<file path="src/verilog/bus_mode_defs.vh">
// Offsets, field positions, reset values and mode codes of the bus mode and pull control block.
`ifndef BUS_MODE_DEFS_VH
`define BUS_MODE_DEFS_VH
`define ADDR_BUS_CONFIG_SELECT   4'hB
`define ADDR_PULL_RESISTOR_EN    4'hC
`define ADDR_STATUS              4'hD
`define MODE_HI                  7
`define MODE_LO                  5
`define BIT_VIS                  3
`define BIT_EMK                  1
`define BIT_EME                  0
`define BIT_PULL_K               7
`define BIT_PULL_E               4
`define BIT_PULL_B               1
`define BIT_PULL_A               0
`define PULL_RESET               8'h00
`define PULL_MASK                8'h93
`define M_SPECIAL_SINGLE         3'h0
`define M_EMUL_NARROW            3'h1
`define M_SPECIAL_TEST           3'h2
`define M_EMUL_WIDE              3'h3
`define M_NORMAL_SINGLE          3'h4
`define M_NORMAL_NARROW          3'h5
`define M_PERIPHERAL             3'h6
`define M_NORMAL_WIDE            3'h7
`endif

</file>
<file path="src/verilog/bus_mode_and_pull_control.v">
// Operating mode register, pull enable register and map decisions of the external bus interface.
// Notes on behaviour
// - Three-bit field reports current operating mode.
// - Reset loads mode-dependent values from strapped mode.
// - Mode register writes take effect one cycle later.
// - Expanded and peripheral modes pass accesses externally.
// - Mode register readable whenever mapped.
// - Low mode bit set: mode field frozen.
// - Special modes: free writes, never touching 110.
// - Normal single chip: one write to expanded.
// - Visibility bit shows internal cycles externally.
// - Visibility, port K emulation: once, never, anytime.
// - Port K emulation unmaps port K in expanded.
// - Port E emulation writable only in special.
// - Port E emulation unmaps port E registers in expanded and peripheral.
// - Pull enable register at 0x000C, read/write.
// - Pulls act only on input pins.
// - Secured part rejects mode field writes.
// - Special to normal single keeps one write.
// - Pull bits: K=7, E=4, B=1, A=0.
`timescale 1ns/100ps
`default_nettype none
`include "bus_mode_defs.vh"
module bus_mode_and_pull_control
(
	input  wire       clk_in,
	input  wire       nrst_in,
	input  wire [2:0] strap_mode_in,
	input  wire       secure_in,
	input  wire [3:0] addr_in,
	input  wire [7:0] wdata_in,
	input  wire       wr_in,
	input  wire       rd_in,
	input  wire       int_access_in,
	input  wire [7:0] port_k_dir_in,
	input  wire [7:0] port_e_dir_in,
	input  wire [7:0] port_b_dir_in,
	input  wire [7:0] port_a_dir_in,
	output reg  [7:0] rdata_out,
	output reg        echo_ext_out,
	output reg  [2:0] operating_mode_field_out,
	output reg        internal_visibility_out,
	output reg        visible_cycle_out,
	output reg        port_k_mapped_out,
	output reg        port_e_mapped_out,
	output wire [7:0] pull_k_out,
	output wire [7:0] pull_e_out,
	output wire [7:0] pull_b_out,
	output wire [7:0] pull_a_out
);
	////////////////////////////////////////////////////////////////////////////////
	// Registers and decoded mode classes.
	reg  [2:0] mode;
	reg        vis;
	reg        emulate_port_k;
	reg        emulate_port_e;
	reg  [7:0] pull;
	reg        mode_once_left;
	reg        vis_once_left;
	reg        emk_once_left;
	reg        pend;
	reg  [7:0] pend_data;
	reg        strap_load;
	reg  [7:0] next_rdata;
	reg  [2:0] next_mode;
	reg        next_vis;
	reg        next_emk;
	reg        next_eme;
	reg        next_mode_once;
	reg        next_vis_once;
	reg        next_emk_once;
	wire [2:0] req_mode;
	wire       is_special;
	wire       is_emul;
	wire       is_normal;
	wire       is_single;
	wire       is_expanded;
	wire       regs_mapped;
	wire       hit_mode;
	wire       hit_pull;
	wire       hit_stat;
	wire       own_addr;
	wire       next_echo;
	wire       next_k_map;
	wire       next_e_map;
	wire       strap_emul;
	wire       strap_test;

	// Strap decode for the reset values of the three configuration bits.
	assign strap_emul  = (strap_mode_in == `M_EMUL_NARROW) || (strap_mode_in == `M_EMUL_WIDE);
	assign strap_test  = (strap_mode_in == `M_SPECIAL_TEST);
	assign req_mode    = pend_data[`MODE_HI:`MODE_LO];
	assign is_special  = (mode == `M_SPECIAL_SINGLE) || (mode == `M_SPECIAL_TEST) || (mode == `M_PERIPHERAL);
	assign is_emul     = (mode == `M_EMUL_NARROW) || (mode == `M_EMUL_WIDE);
	assign is_normal   = !is_special && !is_emul;
	assign is_single   = (mode == `M_SPECIAL_SINGLE) || (mode == `M_NORMAL_SINGLE);
	assign is_expanded = mode[0];
	// Special test is treated as a single-chip-like mode with its registers mapped.
	assign regs_mapped = !is_expanded && (mode != `M_PERIPHERAL);
	assign hit_mode    = regs_mapped && (addr_in == `ADDR_BUS_CONFIG_SELECT);
	assign hit_pull    = regs_mapped && (addr_in == `ADDR_PULL_RESISTOR_EN);
	// The status index answers in every mode; the external bus never mirrors it.
	assign hit_stat    = (addr_in == `ADDR_STATUS);

	////////////////////////////////////////////////////////////////////////////////
	// Write permission: the write is captured first and judged one cycle later,
	// so a change never acts in the very cycle of the write.
	always @*
	begin
		next_mode      = mode;
		next_mode_once = mode_once_left;
		if (pend && !mode[0] && !secure_in)
		begin
			if (!mode[2])
			begin
				if ((mode != `M_PERIPHERAL) && (req_mode != `M_PERIPHERAL))
				begin
					next_mode = req_mode;
					// Leaving for normal single chip keeps one write, else none.
					next_mode_once = (req_mode == `M_NORMAL_SINGLE);
				end
			end
			else if ((mode == `M_NORMAL_SINGLE) && mode_once_left)
			begin
				if ((req_mode == `M_NORMAL_NARROW) || (req_mode == `M_NORMAL_WIDE))
					next_mode = req_mode;
				// Any attempt spends the single write, accepted or not.
				next_mode_once = 1'b0;
			end
		end
	end

	// Visibility and port K emulation share one permission pattern but keep separate once-flags.
	always @*
	begin
		next_vis      = vis;
		next_emk      = emulate_port_k;
		next_vis_once = vis_once_left;
		next_emk_once = emk_once_left;
		if (pend && is_special)
		begin
			next_vis = pend_data[`BIT_VIS];
			next_emk = pend_data[`BIT_EMK];
		end
		else if (pend && is_normal)
		begin
			if (vis_once_left)
			begin
				next_vis      = pend_data[`BIT_VIS];
				next_vis_once = 1'b0;
			end
			if (emk_once_left)
			begin
				next_emk      = pend_data[`BIT_EMK];
				next_emk_once = 1'b0;
			end
		end
	end

	// Port E emulation is a special-mode privilege only.
	always @*
	begin
		next_eme = emulate_port_e;
		if (pend && is_special)
			next_eme = pend_data[`BIT_EME];
	end

	////////////////////////////////////////////////////////////////////////////////
	// State. The strap is taken by a clocked load on the first edge after release.
	always @(posedge clk_in)
	begin
		if (!nrst_in)
		begin
			strap_load     <= 1'b1;
			mode           <= `M_SPECIAL_SINGLE;
			vis            <= 1'b0;
			emulate_port_k            <= 1'b0;
			emulate_port_e            <= 1'b0;
			mode_once_left <= 1'b1;
			vis_once_left  <= 1'b1;
			emk_once_left  <= 1'b1;
		end
		else if (strap_load)
		begin
			strap_load     <= 1'b0;
			mode           <= strap_mode_in;
			vis            <= strap_emul || strap_test;
			emulate_port_k            <= strap_emul;
			emulate_port_e            <= strap_emul;
		end
		else
		begin
			mode           <= next_mode;
			vis            <= next_vis;
			emulate_port_k            <= next_emk;
			emulate_port_e            <= next_eme;
			mode_once_left <= next_mode_once;
			vis_once_left  <= next_vis_once;
			emk_once_left  <= next_emk_once;
		end
	end

	// The pending write is captured even when the decision later refuses it.
	always @(posedge clk_in)
	begin
		if (!nrst_in)
		begin
			pend      <= 1'b0;
			pend_data <= 8'h00;
		end
		else
		begin
			pend <= wr_in && hit_mode && !strap_load;
			if (wr_in && hit_mode && !strap_load)
				pend_data <= wdata_in;
		end
	end

	// Only the four port enable bits are kept; the rest read back as zero.
	always @(posedge clk_in)
	begin
		if (!nrst_in)
			pull <= `PULL_RESET;
		else if (wr_in && hit_pull && !strap_load)
			pull <= wdata_in & `PULL_MASK;
	end

	////////////////////////////////////////////////////////////////////////////////
	// Bus answers and status outputs.
	// Read data are zero outside the cycle after a read, so a stale value never lingers.
	always @*
	begin
		next_rdata = 8'h00;
		if (rd_in && hit_mode)
			next_rdata = {mode, 1'b0, vis, 1'b0, emulate_port_k, emulate_port_e};
		else if (rd_in && hit_pull)
			next_rdata = pull;
		else if (rd_in && hit_stat)
			next_rdata = {5'h00, pend, secure_in, mode_once_left};
	end

	assign own_addr   = (addr_in == `ADDR_BUS_CONFIG_SELECT) || (addr_in == `ADDR_PULL_RESISTOR_EN);
	assign next_echo  = (rd_in || wr_in) && !regs_mapped && own_addr;
	assign next_k_map = (mode != `M_PERIPHERAL) && (is_single || !is_expanded || !emulate_port_k);
	assign next_e_map = is_single || (!is_expanded && (mode != `M_PERIPHERAL)) || !emulate_port_e;

	always @(posedge clk_in)
	begin
		if (!nrst_in)
			rdata_out <= 8'h00;
		else
			rdata_out <= next_rdata;
	end

	// Echo marks an access that the external bus must carry instead of this block.
	always @(posedge clk_in)
	begin
		if (!nrst_in)
			echo_ext_out <= 1'b0;
		else
			echo_ext_out <= next_echo;
	end

	// Mode and visibility are shown one edge after the state, like every other output.
	always @(posedge clk_in)
	begin
		if (!nrst_in)
		begin
			operating_mode_field_out <= 3'h0;
			internal_visibility_out  <= 1'b0;
			visible_cycle_out        <= 1'b0;
		end
		else
		begin
			operating_mode_field_out <= mode;
			internal_visibility_out  <= vis;
			visible_cycle_out        <= vis && int_access_in;
		end
	end

	// The map flags reset to mapped, which every single-chip strap needs at once.
	always @(posedge clk_in)
	begin
		if (!nrst_in)
		begin
			port_k_mapped_out <= 1'b1;
			port_e_mapped_out <= 1'b1;
		end
		else
		begin
			port_k_mapped_out <= next_k_map;
			port_e_mapped_out <= next_e_map;
		end
	end

	////////////////////////////////////////////////////////////////////////////////
	// Pull gating per port; port E bits 6 and 5 never follow the enable.
	pin_pull_gate u_pull_k
	(
		.clk_in      (clk_in),
		.nrst_in     (nrst_in),
		.port_en_in  (pull[`BIT_PULL_K]),
		.pin_mask_in (8'hFF),
		.dir_out_in  (port_k_dir_in),
		.pull_out    (pull_k_out)
	);

	pin_pull_gate u_pull_e
	(
		.clk_in      (clk_in),
		.nrst_in     (nrst_in),
		.port_en_in  (pull[`BIT_PULL_E]),
		.pin_mask_in (8'h9F),
		.dir_out_in  (port_e_dir_in),
		.pull_out    (pull_e_out)
	);

	pin_pull_gate u_pull_b
	(
		.clk_in      (clk_in),
		.nrst_in     (nrst_in),
		.port_en_in  (pull[`BIT_PULL_B]),
		.pin_mask_in (8'hFF),
		.dir_out_in  (port_b_dir_in),
		.pull_out    (pull_b_out)
	);

	pin_pull_gate u_pull_a
	(
		.clk_in      (clk_in),
		.nrst_in     (nrst_in),
		.port_en_in  (pull[`BIT_PULL_A]),
		.pin_mask_in (8'hFF),
		.dir_out_in  (port_a_dir_in),
		.pull_out    (pull_a_out)
	);
endmodule // bus_mode_and_pull_control
`default_nettype wire

</file>
<file path="src/verilog/pin_pull_gate.v">
// Per-pin pull gating: a port-wide enable acts only on pins set as inputs.
`timescale 1ns/100ps
`default_nettype none
module pin_pull_gate
#(
	parameter WIDTH = 8
)
(
	input  wire             clk_in,
	input  wire             nrst_in,
	input  wire             port_en_in,
	input  wire [WIDTH-1:0] pin_mask_in,
	input  wire [WIDTH-1:0] dir_out_in,
	output reg  [WIDTH-1:0] pull_out
);
	genvar i;
	generate
		for (i = 0; i < WIDTH; i = i + 1)
		begin : g_pin
			always @(posedge clk_in)
			begin
				if (!nrst_in)
					pull_out[i] <= 1'b0;
				else
					pull_out[i] <= port_en_in & pin_mask_in[i] & ~dir_out_in[i];
			end
		end
	endgenerate
endmodule // pin_pull_gate
`default_nettype wire
</file>
<file path="config.mk">
export PLATFORM = sky130hd
export DESIGN_NAME = bus_mode_and_pull_control
export DESIGN_NICKNAME = d
export VERILOG_FILES = /design/src/verilog/bus_mode_and_pull_control.v /design/src/verilog/pin_pull_gate.v
export VERILOG_INCLUDE_DIRS = /design/src /design/src/verilog
export SDC_FILE = /design/constraint.sdc
export NUM_CORES = 1
export LEC_CHECK = 0
export BUFFER_PORTS_ARGS = -buffer_cell sky130_fd_sc_hd__buf_2
export CAP_MARGIN = 0
export CORE_UTILIZATION = 40
export CTS_BUF_LIST = sky130_fd_sc_hd__clkbuf_4
export CTS_CLUSTER_SIZE = 28
export DETAILED_ROUTE_END_ITERATION = 8
export GPL_TIMING_DRIVEN = 0
export PLACE_DENSITY = 0.7
export SYNTH_ARGS = -nofsm -noshare
export SYNTH_HDL_FRONTEND = slang
export SYNTH_SLANG_ARGS = --single-unit
</file>
<file path="constraint.sdc">
create_clock -name clk_in -period 1.8 [get_ports clk_in]
set_input_delay 0.27 -clock clk_in [delete_from_list [all_inputs] [get_ports clk_in]]
set_output_delay 0.27 -clock clk_in [all_outputs]
set_load 0.01 [all_outputs]
</file>
==> results of run 1 <==
what timing repair did:
item | 4_1_cts | 5_1_grt
endpoints found under the hold margin | 26 | 4
hold buffers | 26 | 4
endpoints found under the setup margin | 0 | 0
worst min-delay path, stage by stage:
cell     delay (ns)
buf_2          0.08
mux2i_1        0.05
nor2_1         0.07
where the power goes:
part	leakage [nW]	switching [mW]	internal (mW)
Combinational	0.971	0.0939	0.118
Clock	0.0565	0.495	0.308
Sequential	0.534	0.0122	1.48
flip-flops by register name (all words and copies together), names as in the netlist, 3 cells and up:
name / count
u_pull_e.pull_out: 6
pend_data: 6
pull: 4
mode: 3
u_pull_k.pull_out: 8
u_pull_a.pull_out: 8
rdata_out: 8
u_pull_b.pull_out: 8
operating_mode_field_out: 3
cells by family after synthesis:
kind of cell / count (synthesis) / synth area share [%]
buf+inv: 13 / 2.88
other cells: 1 / 0.173
simple gates: 93 / 21.0
flops: 66 / 60.9
mux: 13 / 6.00
compound gates: 27 / 9.05
metal layers:
layer	GRT usage [%]	share of wire, %	vias up
li1	-	-	995
met1	22.2	43	875
met2	34.2	49	73
met3	8.47	5.4	11
met4	10.3	2.7	0
met5	0	0	-
metrics by stage:
stage	hold slack (ns)	power (mW)	utilization, %	worst slack [ns]	instance area [µm²]
floorplan	0.342	1.59	-	0.556	2180
global placement	0.394	1.68	53.0	0.381	2740
detailed placement	0.393	1.68	53.0	0.367	2740
CTS	0.0000734	2.53	60.2	0.347	3110
global route	0.0582	2.64	61.0	0.208	3150
finish	0.106	2.50	61.0	0.344	3150
worst max-delay path by stage:
stage / endpoint / slack, ns / cells past startpoint / start
CTS: pend_data[0] / 0.35 / 5 / mode[2]
global route: pend_data[0] / 0.21 / 5 / mode[2]
floorplan: pend_data[0] / 0.56 / 5 / mode[2]
global placement: pend_data[1] / 0.38 / 5 / addr_in[2]
finish: pend_data[0] / 0.34 / 5 / mode[2]
detailed placement: pend_data[0] / 0.37 / 5 / mode[2]
area by class of cell:
type	instances	area (µm²)
flip-flops and latches	66	1320
clock inverters	5	31.3
clock buffers	11	82.6
fillers	452	2020
repair buffers	125	776
multi-input cells	136	793
plain buffers	7	40.0
well taps	70	87.6
inverters	6	22.5
layout by cell type (no fill, tap or decap), types with 2 or more instances in the layout:
cell	n
clkinvlp_4	3
nand2b_1	2
nand4_2	2
dlygate4sd3_1	30
o21ai_0	10
nor3_1	2
buf_4	3
a22oi_1	2
o32ai_1	2
nor2_1	50
inv_1	5
buf_2	96
nor2b_1	3
clkbuf_4	11
dfxtp_1	66
mux2i_1	13
nand3_1	4
clkbuf_1	2
conb_1	3
and3_1	3
nand2_1	19
clkinv_1	2
a21oi_1	4
o311a_1	2
==> metrics.yaml, run 1 <==
htreeDepth: 3
start_util_pct: 41.9
ys_async_sr_fraction_pct: 0
dr.first_iter.drc_count: 66
cts.clk_slew.worst_paths_ns: 0.10
placed_cells: 380
crit_chain: "clkbuf_2 > a21oi_4 > nand4_2 > mux2i_1 > nor2_1"
p_leak_nw: 1.56
cp_top_family: "simple AND/OR/NAND/NOR gates"
crit_buf_inv: 1
end_kind: "register"
worstPathArrival_ns: 1.73
tightestPinTransition_ns: 0.514
vias: 1954
cp_max_fo: 9
critPathLaunchType: "register"
r2r_start: "mode[2]"
setup_viol: 0
gp_congestion: 0.828
synth.distinct_cells: 37
post-route-period-util_pct: 80.9
wl_per_cell_um: 12.5
ir_worst_vdd_uv: 547
place_hpwl_um: 3540
power.density_nw_per_um2: 793
synth_cells: 213
min_period_ns: 1.46
antenna_cells: 0
cts_resized: 0
numClockSinks: 66
yosysMostFrequentCell: "dfxtp_1"
yosysWarnings: 0
synth_edf_count: 0
grt_max_degree: 12
cp_slowest_cell: "dfxtp_1"
synth-seq-cells: 66
skew_ns: 0.0137
finalWirelength_um: 5320
rsz0062_at_grt: "no"
timing.fmax_mhz: 687
slew_headroom_pct: 65.3
fin_setup_tns_ns: 0
synth.avg_cell_area_um2: 10.2
io_pins: 101
nets: 404
clkLatencyLatePin_ns: 0.40
yosysTopAreaCell: "dfxtp_1"
netlist_area_um2: 2170
maxSlewViolCount: 0
antenna_left: 0
min_path_cells: 3
grt_antenna_before_repair: 0
synthToLayoutAreaGrowth_pct: 45.4
cts_made_buffers: 9
post_drt_via_cell_ratio: 4.59
hold_path_class: "input pin to register"
dieArea_um2: 5720
row_count: 26
r2r-end: "pend_data[0]"
cp.required_ns: 2.07
die_h_um: 75.6
r2r_cells: 5
status: "completed"
grt_usage_pct: 20.4
grt_pass1_wl_um: 8250
cts_buffer_depth: 2
grt_pass1_vias: 1760
post_cts_buffers: 0
reg2reg_slack_ns: 0.34
crit_type: "register to register"
final-hold-violation-count: 0
cts_tree: "done"
synth_commonest_cells: "dfxtp_1, nor2_1, nand2_1, mux2i_1, o21ai_0"
drv_cap: 0
numPortBuffers: 95
final_cells: 426
worstHoldStart: "wdata_in[4]"
overflow: 0
drc: 0
hold_path_end: "pull[4]"
yosysSeqAreaShare_pct: 60.9
synth.area.top_cells: "dfxtp_1, nor2_1, mux2i_1"
cpPeakStageDelay_ns: 0.31
dr.pass1.iters: 5
root_buffer: "clkbuf_4"
ys.flop_type: "dfxtp_1"
core_um2: 5170
netlist.area_leader.share_pct: 60.9
drive_gt1_share_pct: 34.3
die_x_um: 75.6
No activity file was read; power rests on OpenSTA's default activity.
==> run 2, diff against run 1 <==
clock period = 1.5 ns   (was 1.8 ns; I/O delays follow)
==> metrics.yaml, run 2 (synthesis results as in run 1) <==
status: "completed"
power.density_nw_per_um2: 950  # +20%
pwr-share-clk_pct: 32.0  # about the same
place_hpwl_um: 3540  # unchanged
netSwitchingPower_mw: 0.721  # +20%
finalWirelength_um: 5300  # -0.36%
die_x_um: 75.6  # unchanged
cts.clk_slew.worst_paths_ns: 0.10  # about the same
cp.required_ns: 1.81  # -0.26 ns
cts_tree: "done"
p_leak_nw: 1.56  # -0.14%
maxSlewViolCount: 0  # unchanged
critPathLaunchType: "register"
wl_per_cell_um: 12.4  # -0.36%
dieArea_um2: 5720  # unchanged
hold_path_class: "input pin to register"
start_util_pct: 41.9  # unchanged
slew_headroom_pct: 63.7  # -1.6 points
clkLatencyLatePin_ns: 0.40  # about the same
nets: 404  # unchanged
dr.first_iter.drc_count: 59  # -11%
final_cells: 426  # unchanged
tightestPinTransition_ns: 0.537  # +0.0235 ns
ir_worst_vdd_uv: 653  # +19%
vias: 1957  # +0.15%
numPortBuffers: 95  # unchanged
drive_gt1_share_pct: 34.3  # unchanged
cp_max_fo: 9  # unchanged
dr.pass1.iters: 4  # -1
final_common_cell: "buf_2"
placed_cells: 380  # unchanged
seq_area_um2: 1320  # unchanged
post_cts_buffers: 0  # unchanged
overflow: 0  # unchanged
switching_share_pct: 24.0  # about the same
grt_pass1_vias: 1802  # +2.4%
skew_ns: 0.0163  # +0.00257 ns
numClockSinks: 66  # unchanged
row_count: 26  # unchanged
synthToLayoutAreaGrowth_pct: 45.8
cts_buffer_depth: 2  # unchanged
grt_max_degree: 12  # unchanged
cts_made_buffers: 9  # unchanged
antenna_cells: 0  # unchanged
htreeDepth: 3  # unchanged
die_h_um: 75.6  # unchanged
post-route-period-util_pct: 94.4  # +13 points
holdWs_ns: 0.0611  # -0.0451 ns
worstPathArrival_ns: 1.72  # about the same
crit_type: "register to register"
antenna_left: 0  # unchanged
grt_pass1_wl_um: 8310  # +0.84%
final-hold-violation-count: 0  # unchanged
gp_congestion: 0.828  # unchanged
io_pins: 101  # unchanged
multi_input_area_um2: 802  # +1.1%
timing.fmax_mhz: 706  # +2.9%
post_drt_via_cell_ratio: 4.59  # +0.15%
seq_power_share_pct: 59.5  # about the same
fill_cells: 445  # -1.5%
p_comb_share_pct: 8.5  # about the same
drv_cap: 0  # unchanged
end_kind: "register"
internal_power_mw: 2.28  # +20%
root_buffer: "clkbuf_4"
core_um2: 5170  # unchanged
min_period_ns: 1.42  # -0.0404 ns
grt_usage_pct: 20.5  # +0.15 points
final_cell_mix: "buf_2, dfxtp_1, nor2_1, dlygate4sd3_1, nand2_1"
setup_viol: 0  # unchanged
grt_antenna_before_repair: 0  # unchanged
drc: 0  # unchanged
[run 2: metal layers]
| metal | track usage (%) | wire length, µm |
|---|---|---|
| met1 | 21.8 | 2230 |
| met2 | 34.7 | 2610 |
| met3 | 8.99 | 304 |
| met4 | 10.5 | 152 |
| met5 | 0 | 0 |
[run 2: worst paths after layout]
| kind | startpoint | to | slack, ns | cells past startpoint |
|---|---|---|---|---|
| worst max-delay path | mode[2] | mode[1] | 0.08 | 5 |
| worst min-delay path | wdata_in[4] | pull[4] | 0.06 | 3 |
| worst max register to register | mode[2] | mode[1] | 0.08 | 5 |
| worst min register to register | emulate_port_e | port_e_mapped_out | 0.42 | 1 |
[run 2: metrics by stage]
step	total power [mW]	util, %	worst slack (ns)	instance area, µm²	TNS [ns]
6_report	3.00	61.2	0.0842	3160	0
5_1_grt	3.17	61.2	-0.00739	3160	-0.00739
3_5_place_dp	2.02	53.0	0.0668	2740	0
2_1_floorplan	1.91	-	0.256	2180	0
3_3_place_gp	2.01	53.0	0.0882	2740	0
4_1_cts	3.04	61.0	0.0470	3150	0
[run 2: power groups by stage]
stage                     combinational [mW]  clock (mW)  sequential (mW)
final                                  0.256       0.961             1.79
after global routing                   0.281        1.10             1.79
after CTS                              0.252        1.00             1.79
after detailed placement               0.190           0             1.83
after global placement                 0.188           0             1.83
after floorplan                       0.0846           0             1.83
[run 2: critical path, cell delays in order, from the launching register on]
cell and delay, ns:
dfxtp_1 0.32, clkbuf_2 0.21, inv_1 0.18, o211ai_2 0.30, a21oi_1 0.08, o32ai_1 0.25
[run 2: cell type report]
cell class                      instances  area share [%]
Sequential cell                        66            41.8
Multi-Input combinational cell        136            25.4
Timing Repair Buffer                  125            24.5
Tap cell                               70            2.77
Clock buffer                           11            2.61
Buffer                                  7            1.27
Clock inverter                          5           0.989
Inverter                                6           0.712
[run 2: what timing repair did]
action                                  4_1_cts  5_1_grt
endpoints found under the hold margin        30        0
endpoints found under the setup margin        0        6
hold buffers                                 30        0
resized for setup                             0        1
